[src/rtl/codec_ctrl_defs.vh]
// constants for the codec control byte interpreter
`ifndef CODEC_CTRL_DEFS_VH
`define CODEC_CTRL_DEFS_VH

// control byte fields
`define CB_ADDR_BIT 7
`define CB_READ_BIT 6
`define CB_POWER_BIT 5
`define CB_CONF_BIT 4
`define CB_CLASS_HI 3
`define CB_CLASS_LO 2

// class codes seen on bits 3..2
`define CLASS_NORMAL 2'h3
`define CLASS_STATUS 2'h1
`define CLASS_COEF 2'h0

// length select codes
`define LENGTH_SELECT_FIELD_NONE 2'h0
`define LENGTH_SELECT_FIELD_UNUSED 2'h1
`define LENGTH_SELECT_FIELD_BOTH 2'h2
`define LENGTH_SELECT_FIELD_ONE 2'h3

// configuration register resets
`define CFG1_RESET 8'h00
`define CFG2_RESET 8'hFF

// register one fields
`define CFG1_B_DIS 7
`define CFG1_Z_RES 6
`define CFG1_TM_HI 2

// register two fields
`define CFG2_DIR_D 7
`define CFG2_DIR_A 4
`define CFG2_EXP 3
`define CFG2_AM 2
`define CFG2_MU 1
`define CFG2_PCS 0

// test modes
`define TM_NONE 3'h0
`define TM_UNUSED4 3'h4
`define TM_UNUSED5 3'h5

// coefficient opcodes, codec A, low six bits
`define OP_B1 6'h03
`define OP_B2 6'h0B
`define OP_BDLY 6'h18
`define OP_Z 6'h13
`define OP_X 6'h23
`define OP_R 6'h2B
`define OP_GAIN 6'h30

// section byte counts
`define LEN_FILTER 4'h8
`define LEN_SHORT 4'h4

`endif

[src/rtl/codec_ctrl_interp.v]
// control byte interpreter for the codec serial interface line
`timescale 1ns/1ps
`include "codec_ctrl_defs.vh"
module codec_ctrl_interp #(
	parameter AW = 6
) (
	input wire clk, // 40 MHz system clock
	input wire reset, // hardware reset pin, active high
	input wire codec_b_select, // this codec answers as B when the reg two AM bit is low
	input wire [7:0] rx_byte, // byte from serial line
	input wire rx_valid, // byte strobe
	output reg [7:0] tx_byte_q, // byte back to serial line
	output reg tx_valid_q, // reply strobe
	output reg busy_q, // reply in progress
	output reg [1:0] last_class_q, // class of last command
	output reg [7:0] filter_and_test_config_q, // config reg one
	output reg [7:0] signaling_and_coding_config_q, // config reg two
	output reg power_bit_q, // operating when high
	output reg conference_sum_bit_q, // sum channels A and B
	output reg [4:0] filter_enable_q, // B,Z,X,R,G enables
	output reg [2:0] test_mode_q, // active test mode
	output reg [3:0] pin_is_input_q, // D,C,B,A directions
	output reg expansion_attached_q, // expansion logic present
	output reg mu_law_q, // mu-law when high, A-law low
	output reg fixed_coefficient_q, // fixed B coefficients
	input wire [AW-1:0] coef_addr, // filter engine read address
	output wire [7:0] coef_data_q // filter engine read data
);

// ==========================================================
// states
// ==========================================================
localparam ST_IDLE = 3'd0;
localparam ST_WR_CFG = 3'd1;
localparam ST_WR_COEF = 3'd2;
localparam ST_SKIP = 3'd3;
localparam ST_RD_COEF = 3'd4;
localparam ST_RD_CFG = 3'd5;

// ST_IDLE waits for a control byte and decodes its class
// ST_WR_CFG stores status write data into the config regs
// ST_WR_COEF fills one coefficient section byte by byte
// ST_SKIP swallows data addressed to the other codec
// ST_RD_COEF walks one section out of the memory
// ST_RD_CFG sends reg two and/or reg one back to the line
// a read holds busy high so no byte is taken in mid-reply

// byte flow in short:
// a control byte is only ever decoded in ST_IDLE; every data byte
// that follows it is counted down in cnt_q, so a lost strobe on the
// line leaves the sequencer waiting rather than misreading data as
// a new command. bytes for the other codec are still counted so
// that both codecs on one port stay in step with the stream.
// replies are never interleaved with input: the partner must wait
// for busy to drop before it sends the next command.
// the memory has a registered read, so the reply lags the address
// by one cycle and rd_vld_q follows the read state for that reason.

reg [2:0] state_q;
reg [3:0] cnt_q;
reg [2:0] sec_q;
reg [2:0] off_q;
reg rd_vld_q;

wire own_addr;
wire [3:0] op_dec;
wire [3:0] op_len;
wire [3:0] length_select_field_len;
wire [1:0] cls;
wire mem_we;
wire [AW-1:0] mem_addr;
wire [7:0] mem_rdata;

// ==========================================================
// decode helpers
// ==========================================================
// all decoding below except own_addr is purely from the live byte, so a control
// byte is classified in the very cycle its strobe is seen
// map a coefficient opcode to {valid, section}
function [3:0] sec_of;
	input [5:0] op;
	begin
		case (op)
		`OP_B1: sec_of = 4'h8;
		`OP_B2: sec_of = 4'h9;
		`OP_BDLY: sec_of = 4'hA;
		`OP_Z: sec_of = 4'hB;
		`OP_X: sec_of = 4'hC;
		`OP_R: sec_of = 4'hD;
		`OP_GAIN: sec_of = 4'hE;
		default: sec_of = 4'h0;
		endcase
	end
endfunction

// byte count of a coefficient section
function [3:0] sec_len;
	input [2:0] sec;
	begin
		case (sec)
		3'd2: sec_len = `LEN_SHORT;
		3'd6: sec_len = `LEN_SHORT;
		default: sec_len = `LEN_FILTER;
		endcase
	end
endfunction

// number of bytes following a status write
function [3:0] length_select_field_count;
	input [1:0] length_select_field;
	begin
		case (length_select_field)
		`LENGTH_SELECT_FIELD_BOTH: length_select_field_count = 4'h2;
		`LENGTH_SELECT_FIELD_ONE: length_select_field_count = 4'h1;
		default: length_select_field_count = 4'h0;
		endcase
	end
endfunction

// codec address: a single codec always answers to zero
assign own_addr = signaling_and_coding_config_q[`CFG2_AM] ?
	1'b0 : codec_b_select;
assign cls = rx_byte[`CB_CLASS_HI:`CB_CLASS_LO];
assign op_dec = sec_of(rx_byte[5:0]);
assign op_len = sec_len(op_dec[2:0]);
assign length_select_field_len = length_select_field_count(rx_byte[1:0]);

// memory port: write during fill, read during reply
// one shared address serves both, which is safe because a fill and
// a reply can never overlap in this sequencer
assign mem_we = rx_valid && (state_q == ST_WR_COEF);
assign mem_addr = {sec_q, off_q};

coef_mem #(
	.AW(AW),
	.DW(8)
) u_coef_mem (
	.clk(clk),
	.we(mem_we),
	.waddr(mem_addr),
	.wdata(rx_byte),
	.raddr_a(mem_addr),
	.rdata_a(mem_rdata),
	.raddr_b(coef_addr),
	.rdata_b(coef_data_q)
);

// ==========================================================
// command sequencer
// ==========================================================
// takes control bytes and their data, produces replies
// tx_valid_q defaults low each cycle so every reply byte is a
// single-cycle strobe; the memory path and the register path both
// raise it, but the register path waits until the memory path has
// gone quiet, so the two never collide on tx_byte_q
always @(posedge clk or posedge reset) begin
	if (reset) begin
		state_q <= ST_IDLE;
		cnt_q <= 4'h0;
		sec_q <= 3'h0;
		off_q <= 3'h0;
		rd_vld_q <= 1'b0;
		tx_byte_q <= 8'h00;
		tx_valid_q <= 1'b0;
		busy_q <= 1'b0;
		last_class_q <= 2'h0;
		power_bit_q <= 1'b0;
		conference_sum_bit_q <= 1'b0;
		filter_and_test_config_q <= `CFG1_RESET;
		signaling_and_coding_config_q <= `CFG2_RESET;
	end else begin
		tx_valid_q <= 1'b0;
		rd_vld_q <= (state_q == ST_RD_COEF);
		// memory data lands one cycle after its address
		if (rd_vld_q) begin
			tx_byte_q <= mem_rdata;
			tx_valid_q <= 1'b1;
		end
		case (state_q)
		ST_IDLE: begin
			if (rx_valid) begin
				last_class_q <= cls;
				if (cls == `CLASS_NORMAL) begin
					state_q <= ST_IDLE;
				end else if (rx_byte[`CB_CLASS_LO]) begin
					// status operation
					if (rx_byte[`CB_ADDR_BIT] != own_addr) begin
						if (!rx_byte[`CB_READ_BIT] &&
							length_select_field_len != 4'h0) begin
							cnt_q <= length_select_field_len;
							state_q <= ST_SKIP;
						end
					end else begin
						power_bit_q <= rx_byte[`CB_POWER_BIT];
						conference_sum_bit_q <=
							rx_byte[`CB_CONF_BIT];
						if (rx_byte[`CB_READ_BIT]) begin
							if (length_select_field_len != 4'h0) begin
								cnt_q <= length_select_field_len;
								state_q <= ST_RD_CFG;
								busy_q <= 1'b1;
							end
						end else if (length_select_field_len != 4'h0) begin
							cnt_q <= length_select_field_len;
							state_q <= ST_WR_CFG;
						end
					end
				end else if (op_dec[3]) begin
					// coefficient operation
					sec_q <= op_dec[2:0];
					off_q <= 3'h0;
					cnt_q <= op_len;
					if (rx_byte[`CB_ADDR_BIT] != own_addr) begin
						if (!rx_byte[`CB_READ_BIT]) begin
							state_q <= ST_SKIP;
						end
					end else if (rx_byte[`CB_READ_BIT]) begin
						state_q <= ST_RD_COEF;
						busy_q <= 1'b1;
					end else begin
						state_q <= ST_WR_COEF;
					end
				end
			end
		end
		ST_WR_CFG: begin
			if (rx_valid) begin
				// with two bytes the first goes to reg two
				if (cnt_q == 4'h2) begin
					signaling_and_coding_config_q <= rx_byte;
				end else begin
					filter_and_test_config_q <= rx_byte;
				end
				cnt_q <= cnt_q - 4'h1;
				if (cnt_q == 4'h1) begin
					state_q <= ST_IDLE;
				end
			end
		end
		ST_WR_COEF: begin
			if (rx_valid) begin
				off_q <= off_q + 3'h1;
				cnt_q <= cnt_q - 4'h1;
				if (cnt_q == 4'h1) begin
					state_q <= ST_IDLE;
				end
			end
		end
		ST_SKIP: begin
			// data meant for the other codec is swallowed
			if (rx_valid) begin
				cnt_q <= cnt_q - 4'h1;
				if (cnt_q == 4'h1) begin
					state_q <= ST_IDLE;
				end
			end
		end
		ST_RD_COEF: begin
			off_q <= off_q + 3'h1;
			cnt_q <= cnt_q - 4'h1;
			if (cnt_q == 4'h1) begin
				cnt_q <= 4'h2; // coefficients then both regs
				state_q <= ST_RD_CFG;
			end
		end
		ST_RD_CFG: begin
			// wait for the last memory byte to leave first
			if (!rd_vld_q) begin
				tx_valid_q <= 1'b1;
				if (cnt_q == 4'h2) begin
					tx_byte_q <= signaling_and_coding_config_q;
				end else begin
					tx_byte_q <= filter_and_test_config_q;
				end
				cnt_q <= cnt_q - 4'h1;
				if (cnt_q == 4'h1) begin
					state_q <= ST_IDLE;
					busy_q <= 1'b0;
				end
			end
		end
		default: begin
			state_q <= ST_IDLE;
			busy_q <= 1'b0;
		end
		endcase
	end
end

// ==========================================================
// decoded configuration
// ==========================================================
// the decoded outputs trail the config regs by one cycle, so every
// consumer sees a register write land whole, never half of it
wire [2:0] tm_field;
wire tm_unused;

// test mode field and its two unused codes
assign tm_field = filter_and_test_config_q[`CFG1_TM_HI:0];
assign tm_unused = (tm_field == `TM_UNUSED4) ||
	(tm_field == `TM_UNUSED5);

// filter enables: B has an active high disable, the rest restore
always @(posedge clk or posedge reset) begin
	if (reset) begin
		filter_enable_q <= 5'h10;
	end else begin
		filter_enable_q[4] <=
			~filter_and_test_config_q[`CFG1_B_DIS];
		filter_enable_q[3:0] <=
			filter_and_test_config_q[`CFG1_Z_RES:3];
	end
end

// test mode: an unused code must not reach the analog side
always @(posedge clk or posedge reset) begin
	if (reset) begin
		test_mode_q <= `TM_NONE;
	end else if (tm_unused) begin
		test_mode_q <= `TM_NONE;
	end else begin
		test_mode_q <= tm_field;
	end
end

// signaling pin directions, D down to A
always @(posedge clk or posedge reset) begin
	if (reset) begin
		pin_is_input_q <= 4'hF;
	end else begin
		pin_is_input_q[3:1] <= signaling_and_coding_config_q[
			`CFG2_DIR_D:`CFG2_DIR_A+1];
		// two codecs on one port: pin A carries the codec address,
		// so it must listen whatever its direction bit says
		pin_is_input_q[0] <=
			signaling_and_coding_config_q[`CFG2_DIR_A] |
			~signaling_and_coding_config_q[`CFG2_AM];
	end
end

// expansion logic, coding law and B coefficient source
always @(posedge clk or posedge reset) begin
	if (reset) begin
		expansion_attached_q <= 1'b1;
		mu_law_q <= 1'b1;
		fixed_coefficient_q <= 1'b1;
	end else begin
		expansion_attached_q <=
			signaling_and_coding_config_q[`CFG2_EXP];
		mu_law_q <= signaling_and_coding_config_q[`CFG2_MU];
		fixed_coefficient_q <=
			signaling_and_coding_config_q[`CFG2_PCS];
	end
end

endmodule

[src/rtl/coef_mem.v]
// coefficient memory with one write and two registered read ports
`timescale 1ns/1ps
module coef_mem #(
	parameter AW = 6,
	parameter DW = 8
) (
	input wire clk, // system clock
	input wire we, // write strobe
	input wire [AW-1:0] waddr, // write address
	input wire [DW-1:0] wdata, // write data
	input wire [AW-1:0] raddr_a, // read address, port a
	output reg [DW-1:0] rdata_a, // read data, port a
	input wire [AW-1:0] raddr_b, // read address, port b
	output reg [DW-1:0] rdata_b // read data, port b
);

reg [DW-1:0] mem [0:(1<<AW)-1];

// write, then registered reads
always @(posedge clk) begin
	if (we) begin
		mem[waddr] <= wdata;
	end
	rdata_a <= mem[raddr_a];
	rdata_b <= mem[raddr_b];
end

endmodule

[config.mk]
export PLATFORM = sky130hd
export DESIGN_NAME = codec_ctrl_interp
export DESIGN_NICKNAME = d
export VERILOG_FILES = /design/src/rtl/codec_ctrl_interp.v /design/src/rtl/coef_mem.v
export VERILOG_INCLUDE_DIRS = /design/src /design/src/rtl
export SDC_FILE = /design/constraint.sdc
export NUM_CORES = 1
export LEC_CHECK = 0
export BUFFER_PORTS_ARGS = -buffer_cell sky130_fd_sc_hd__buf_2
export CAP_MARGIN = 0
export CORE_MARGIN = 2
export CORE_UTILIZATION = 60
export CTS_CLUSTER_DIAMETER = 150
export DETAILED_ROUTE_END_ITERATION = 16
export PLACE_DENSITY = 0.73
export SETUP_SLACK_MARGIN = 0.2
export SLEW_MARGIN = 10
export SYNTH_ARGS = -nofsm -noshare
export SYNTH_HDL_FRONTEND = slang
export SYNTH_SLANG_ARGS = --single-unit
[constraint.sdc]
create_clock -name clk -period 4.5 [get_ports clk]
set_input_delay 0.45 -clock clk [delete_from_list [all_inputs] [get_ports clk]]
set_output_delay 0.45 -clock clk [all_outputs]
set_load 0.005 [all_outputs]
==> metrics.yaml <==
run_status:
  run_status: "complete, no violations"
route:
  ant_nets: 0
  drt-initial-drc-count: 2871
  detail_route.drc_violations: 0
  vias: 17590
  routed_wire_length_per_instance_um: 33.85
  first_drt_pass_iteration_count: 8
  post_drt_via_cell_ratio: 7.404
  route.final.wire_length_um: 80440
yosys:
  synth_edf_count: 512
  synth_area_per_cell_um2: 16.24
  synth-seq-cells: 587
  synth_area_um2: 27110
  ys_seq_area_share_pct: 63.42
  synth.top_cell.area_share_pct: 56.72
  yosys_warnings: 0
  synth_cell_types: 63
  most_frequently_used_flop_master_after_synthesis: "edfxtp_1"
  synth_nets: 1691
  postSynth.asyncResetShare_pct: 10.05
  synthCells: 1669
  yosysTopAreaCell: "edfxtp_1"
  top_area_cells_in_the_synthesized_netlist: "edfxtp_1 (57%), mux4_2 (15%), dfrtp_1 (4.0%), mux2_2 (3.1%), mux2i_1 (3.0%)"
clock_network:
  cts_buffers: 57
  clockRootBuffer: "clkbuf_16"
  clock_tree_from_tritoncts: "built"
  cts.clk_slew.worst_paths_ps: 60
  clk_latency_ps: 640
  cts_num_sinks: 587
  ctsLongestPathBuffers: 3
  h-tree-depth: 2
  post-cts-setup-buffer-count: 0
place:
  dp.final_hpwl_um: 52920
  port-buffer-count: 70
  place_congestion: 0.9721
global_route:
  grt_overflow_total: 0
  grtUsageMet2_pct: 52.30
  maximum_number_of_pins_on_one_net_before_global_route_repair: 71
  first_global_vias: 17220
  grt_pass1_wl_um: 118200
  initial_antenna_violation_count: 4
  grt_use_total_pct: 34.88
  grt_met1_use_pct: 48.39
  grt_use_met3_pct: 9.825
  grt_busiest_layer: "met2"
timing:
  timing.final.hold_violations: 0
  max-slew-margin-rel_pct: 20.87
  setup_tns_ps: 0
  max_freq_ghz: 0.2786
  tightest_slew_ps: 1183
  rsz0062_at_grt: "no"
  clock-skew-final_ps: 17.24
  period_share_pct: 79.76
  setup_viol: 0
  drv_slew: 0
  finalCriticalPeriod_ps: 3589
layout:
  drive_above_1_share_pct: 28.92
  layout.nets: 1758
  synthToLayoutAreaGrowth_pct: 11.67
  fill_cells: 2927
  sequential_cell_area_um2: 17200
  multi_input_area_um2: 9260
  final_core_util_pct: 68.16
  antenna_cells_inserted: 0
floorplanning:
  floorplan.die.height_um: 216.6
  dieWidth_um: 216.6
  design.die.area_um2: 46900
  ioPinCount: 71
  floorplan.core_area_um2: 44410
  floorplan.rows: 77
  initial_core_util_pct: 61.04
setup_path:
  critical_path.endpoint_type: "register"
  critical_path_class: "register to register"
  reg2reg_slack_ps: 910
  path_max_fanout: 60
  worstReg2RegStart: "off_q[2]$_DFFE_PP0P_"
  worstSetupStartpoint: "off_q[2]$_DFFE_PP0P_"
  critical_path.reg2reg.endpoint: "u_coef_mem.mem[49][4]$_DFFE_PP_"
  critPathLaunchType: "register"
  setup.worst_path.end: "u_coef_mem.mem[49][4]$_DFFE_PP_"
  worst_r2r_path_depth: 3
  timing.critical_path.arrival_ps: 3840
  critical_path_required_ps: 4760
power_and_ir_drop:
  power_density_nw_per_um2: 524.4
  p_leak_nw: 9.991
  power.ir.vdd_worst_v: 0.0004557
hold_path:
  holdCritPathClass: "input port to async pin"
run:
  drv.max_cap_violation_count: 0
registers in the layout (all words and copies together), names as in the netlist:
signal	count
state_q	3
conference_sum_bit_q	1
u_coef_mem.mem	512
signaling_and_coding_config_q	8
tx_byte_q	8
last_class_q	2
busy_q	1
expansion_attached_q	1
test_mode_q	3
mu_law_q	1
filter_and_test_config_q	8
power_bit_q	1
fixed_coefficient_q	1
pin_is_input_q	4
u_coef_mem.rdata_a	8
tx_valid_q	1
filter_enable_q	5
rd_vld_q	1
sec_q	3
u_coef_mem.rdata_b	8
cnt_q	4
off_q	3
worst min path at each step:
stage / startpoint / endpoint / slack [ps]
finish: reset / cnt_q[3]$_DFFE_PP0P_ / 290
global route: coef_addr[5] / u_coef_mem.rdata_b[6]$_DFF_P_ / 290
CTS: reset / last_class_q[1]$_DFFE_PP0P_ / 270
detailed placement: signaling_and_coding_config_q[1]$_DFFE_PP1P_ / mu_law_q$_DFF_PP1_ / 370
global placement: signaling_and_coding_config_q[1]$_DFFE_PP1P_ / mu_law_q$_DFF_PP1_ / 370
floorplan: signaling_and_coding_config_q[3]$_DFFE_PP1P_ / expansion_attached_q$_DFF_PP1_ / 370
where the power goes:
| part | switching, W | internal, W | total, W |
|---|---|---|---|
| combinational | 0.00239 | 0.00151 | 0.00390 |
| sequential | 0.000373 | 0.00624 | 0.00662 |
| clock | 0.00214 | 0.00321 | 0.00536 |
layer usage:
metal / part of all wire [%] / up-vias
met5: 0.048 / -
met4: 5.0 / 6
met3: 13 / 261
met2: 45 / 1446
met1: 37 / 8893
li1: - / 6987
critical path: stages, from the launching register on:
cell,delay [ps]
dfrtp_4,780
nor4b_1,930
nand2_1,740
nor2_1,760
area by class of cell:
type / count / share of cell area (%)
Multi-Input combinational cell: 942 / 30.59
Sequential cell: 587 / 56.83
Inverter: 14 / 0.1736
Clock buffer: 66 / 5.208
Clock inverter: 41 / 1.790
Tap cell: 592 / 2.447
Timing Repair Buffer: 134 / 2.964
metrics by stage:
step                cell area, um^2  hold slack [ps]  std cells  power [W]  setup WS (ps)
floorplan                     27110            373.6       1669   0.009028           1901
global placement              28140            369.7       2268    0.01041           1070
detailed placement            28140            372.4       2268    0.01048          922.4
CTS                           30270            272.4       2376    0.01576          882.9
global route                  30270            290.5       2376    0.01631          783.7
finish                        30270            292.8       2376    0.01587          910.8
synth_stat cells, drive strengths merged, types with 3 or more instances:
master	n
a211oi	15
a21boi	3
a21o	3
a21oi	53
a221o	4
a221oi	49
a22o	13
a22oi	30
a2bb2oi	3
a31oi	7
a32o	3
and2	7
buf	70
clkbuf	56
dfrtp	43
dfstp	16
dfxtp	16
edfxtp	512
ha	4
inv	14
mux2	76
mux2i	80
mux4	180
nand2	80
nand2b	9
nand3	15
nand3b	6
nor2	116
nor2b	12
nor3	9
nor3b	3
nor4	3
o21ai	55
o221ai	4
o22a	4
o22ai	57
o2bb2ai	7
o31ai	5
or4	4
placed cells by master (no fill, tap or decap), types with 13 or more instances in the layout:
cell type  synthesis  routed
edfxtp_1         512     512
mux4_2           180     180
nor2_1           116     114
nand2_1           80      80
mux2i_1           80      80
mux2_2            75      75
buf_2             43      67
clkbuf_16          0      62
buf_4              8      61
o22ai_1           57      57
o21ai_0           54      54
a21oi_1           53      53
a221oi_1          47      47
dfrtp_1           43      40
a22oi_1           30      30
dfstp_2           16      16
dfxtp_1           16      16
nand3_1           15      15
a211oi_1          15      15
a22o_1            13      13
cell families after synthesis:
family / count (synthesis) / synth area share (%)
DFF: 587 / 63.42
muxes: 336 / 21.08
AOI/OAI and AO/OA: 324 / 8.206
and+or+nand+nor: 275 / 4.546
buffers and inverters: 140 / 2.469
adders and majority gates: 4 / 0.1846
xor gates and xnor gates: 3 / 0.09694
what timing repair did:
item | CTS | global route
gates resized for setup | 0 | 0
hold buffers | 1 | 0
endpoints found under the hold margin | 10 | 0
Power figures use the tool's default switching activity.
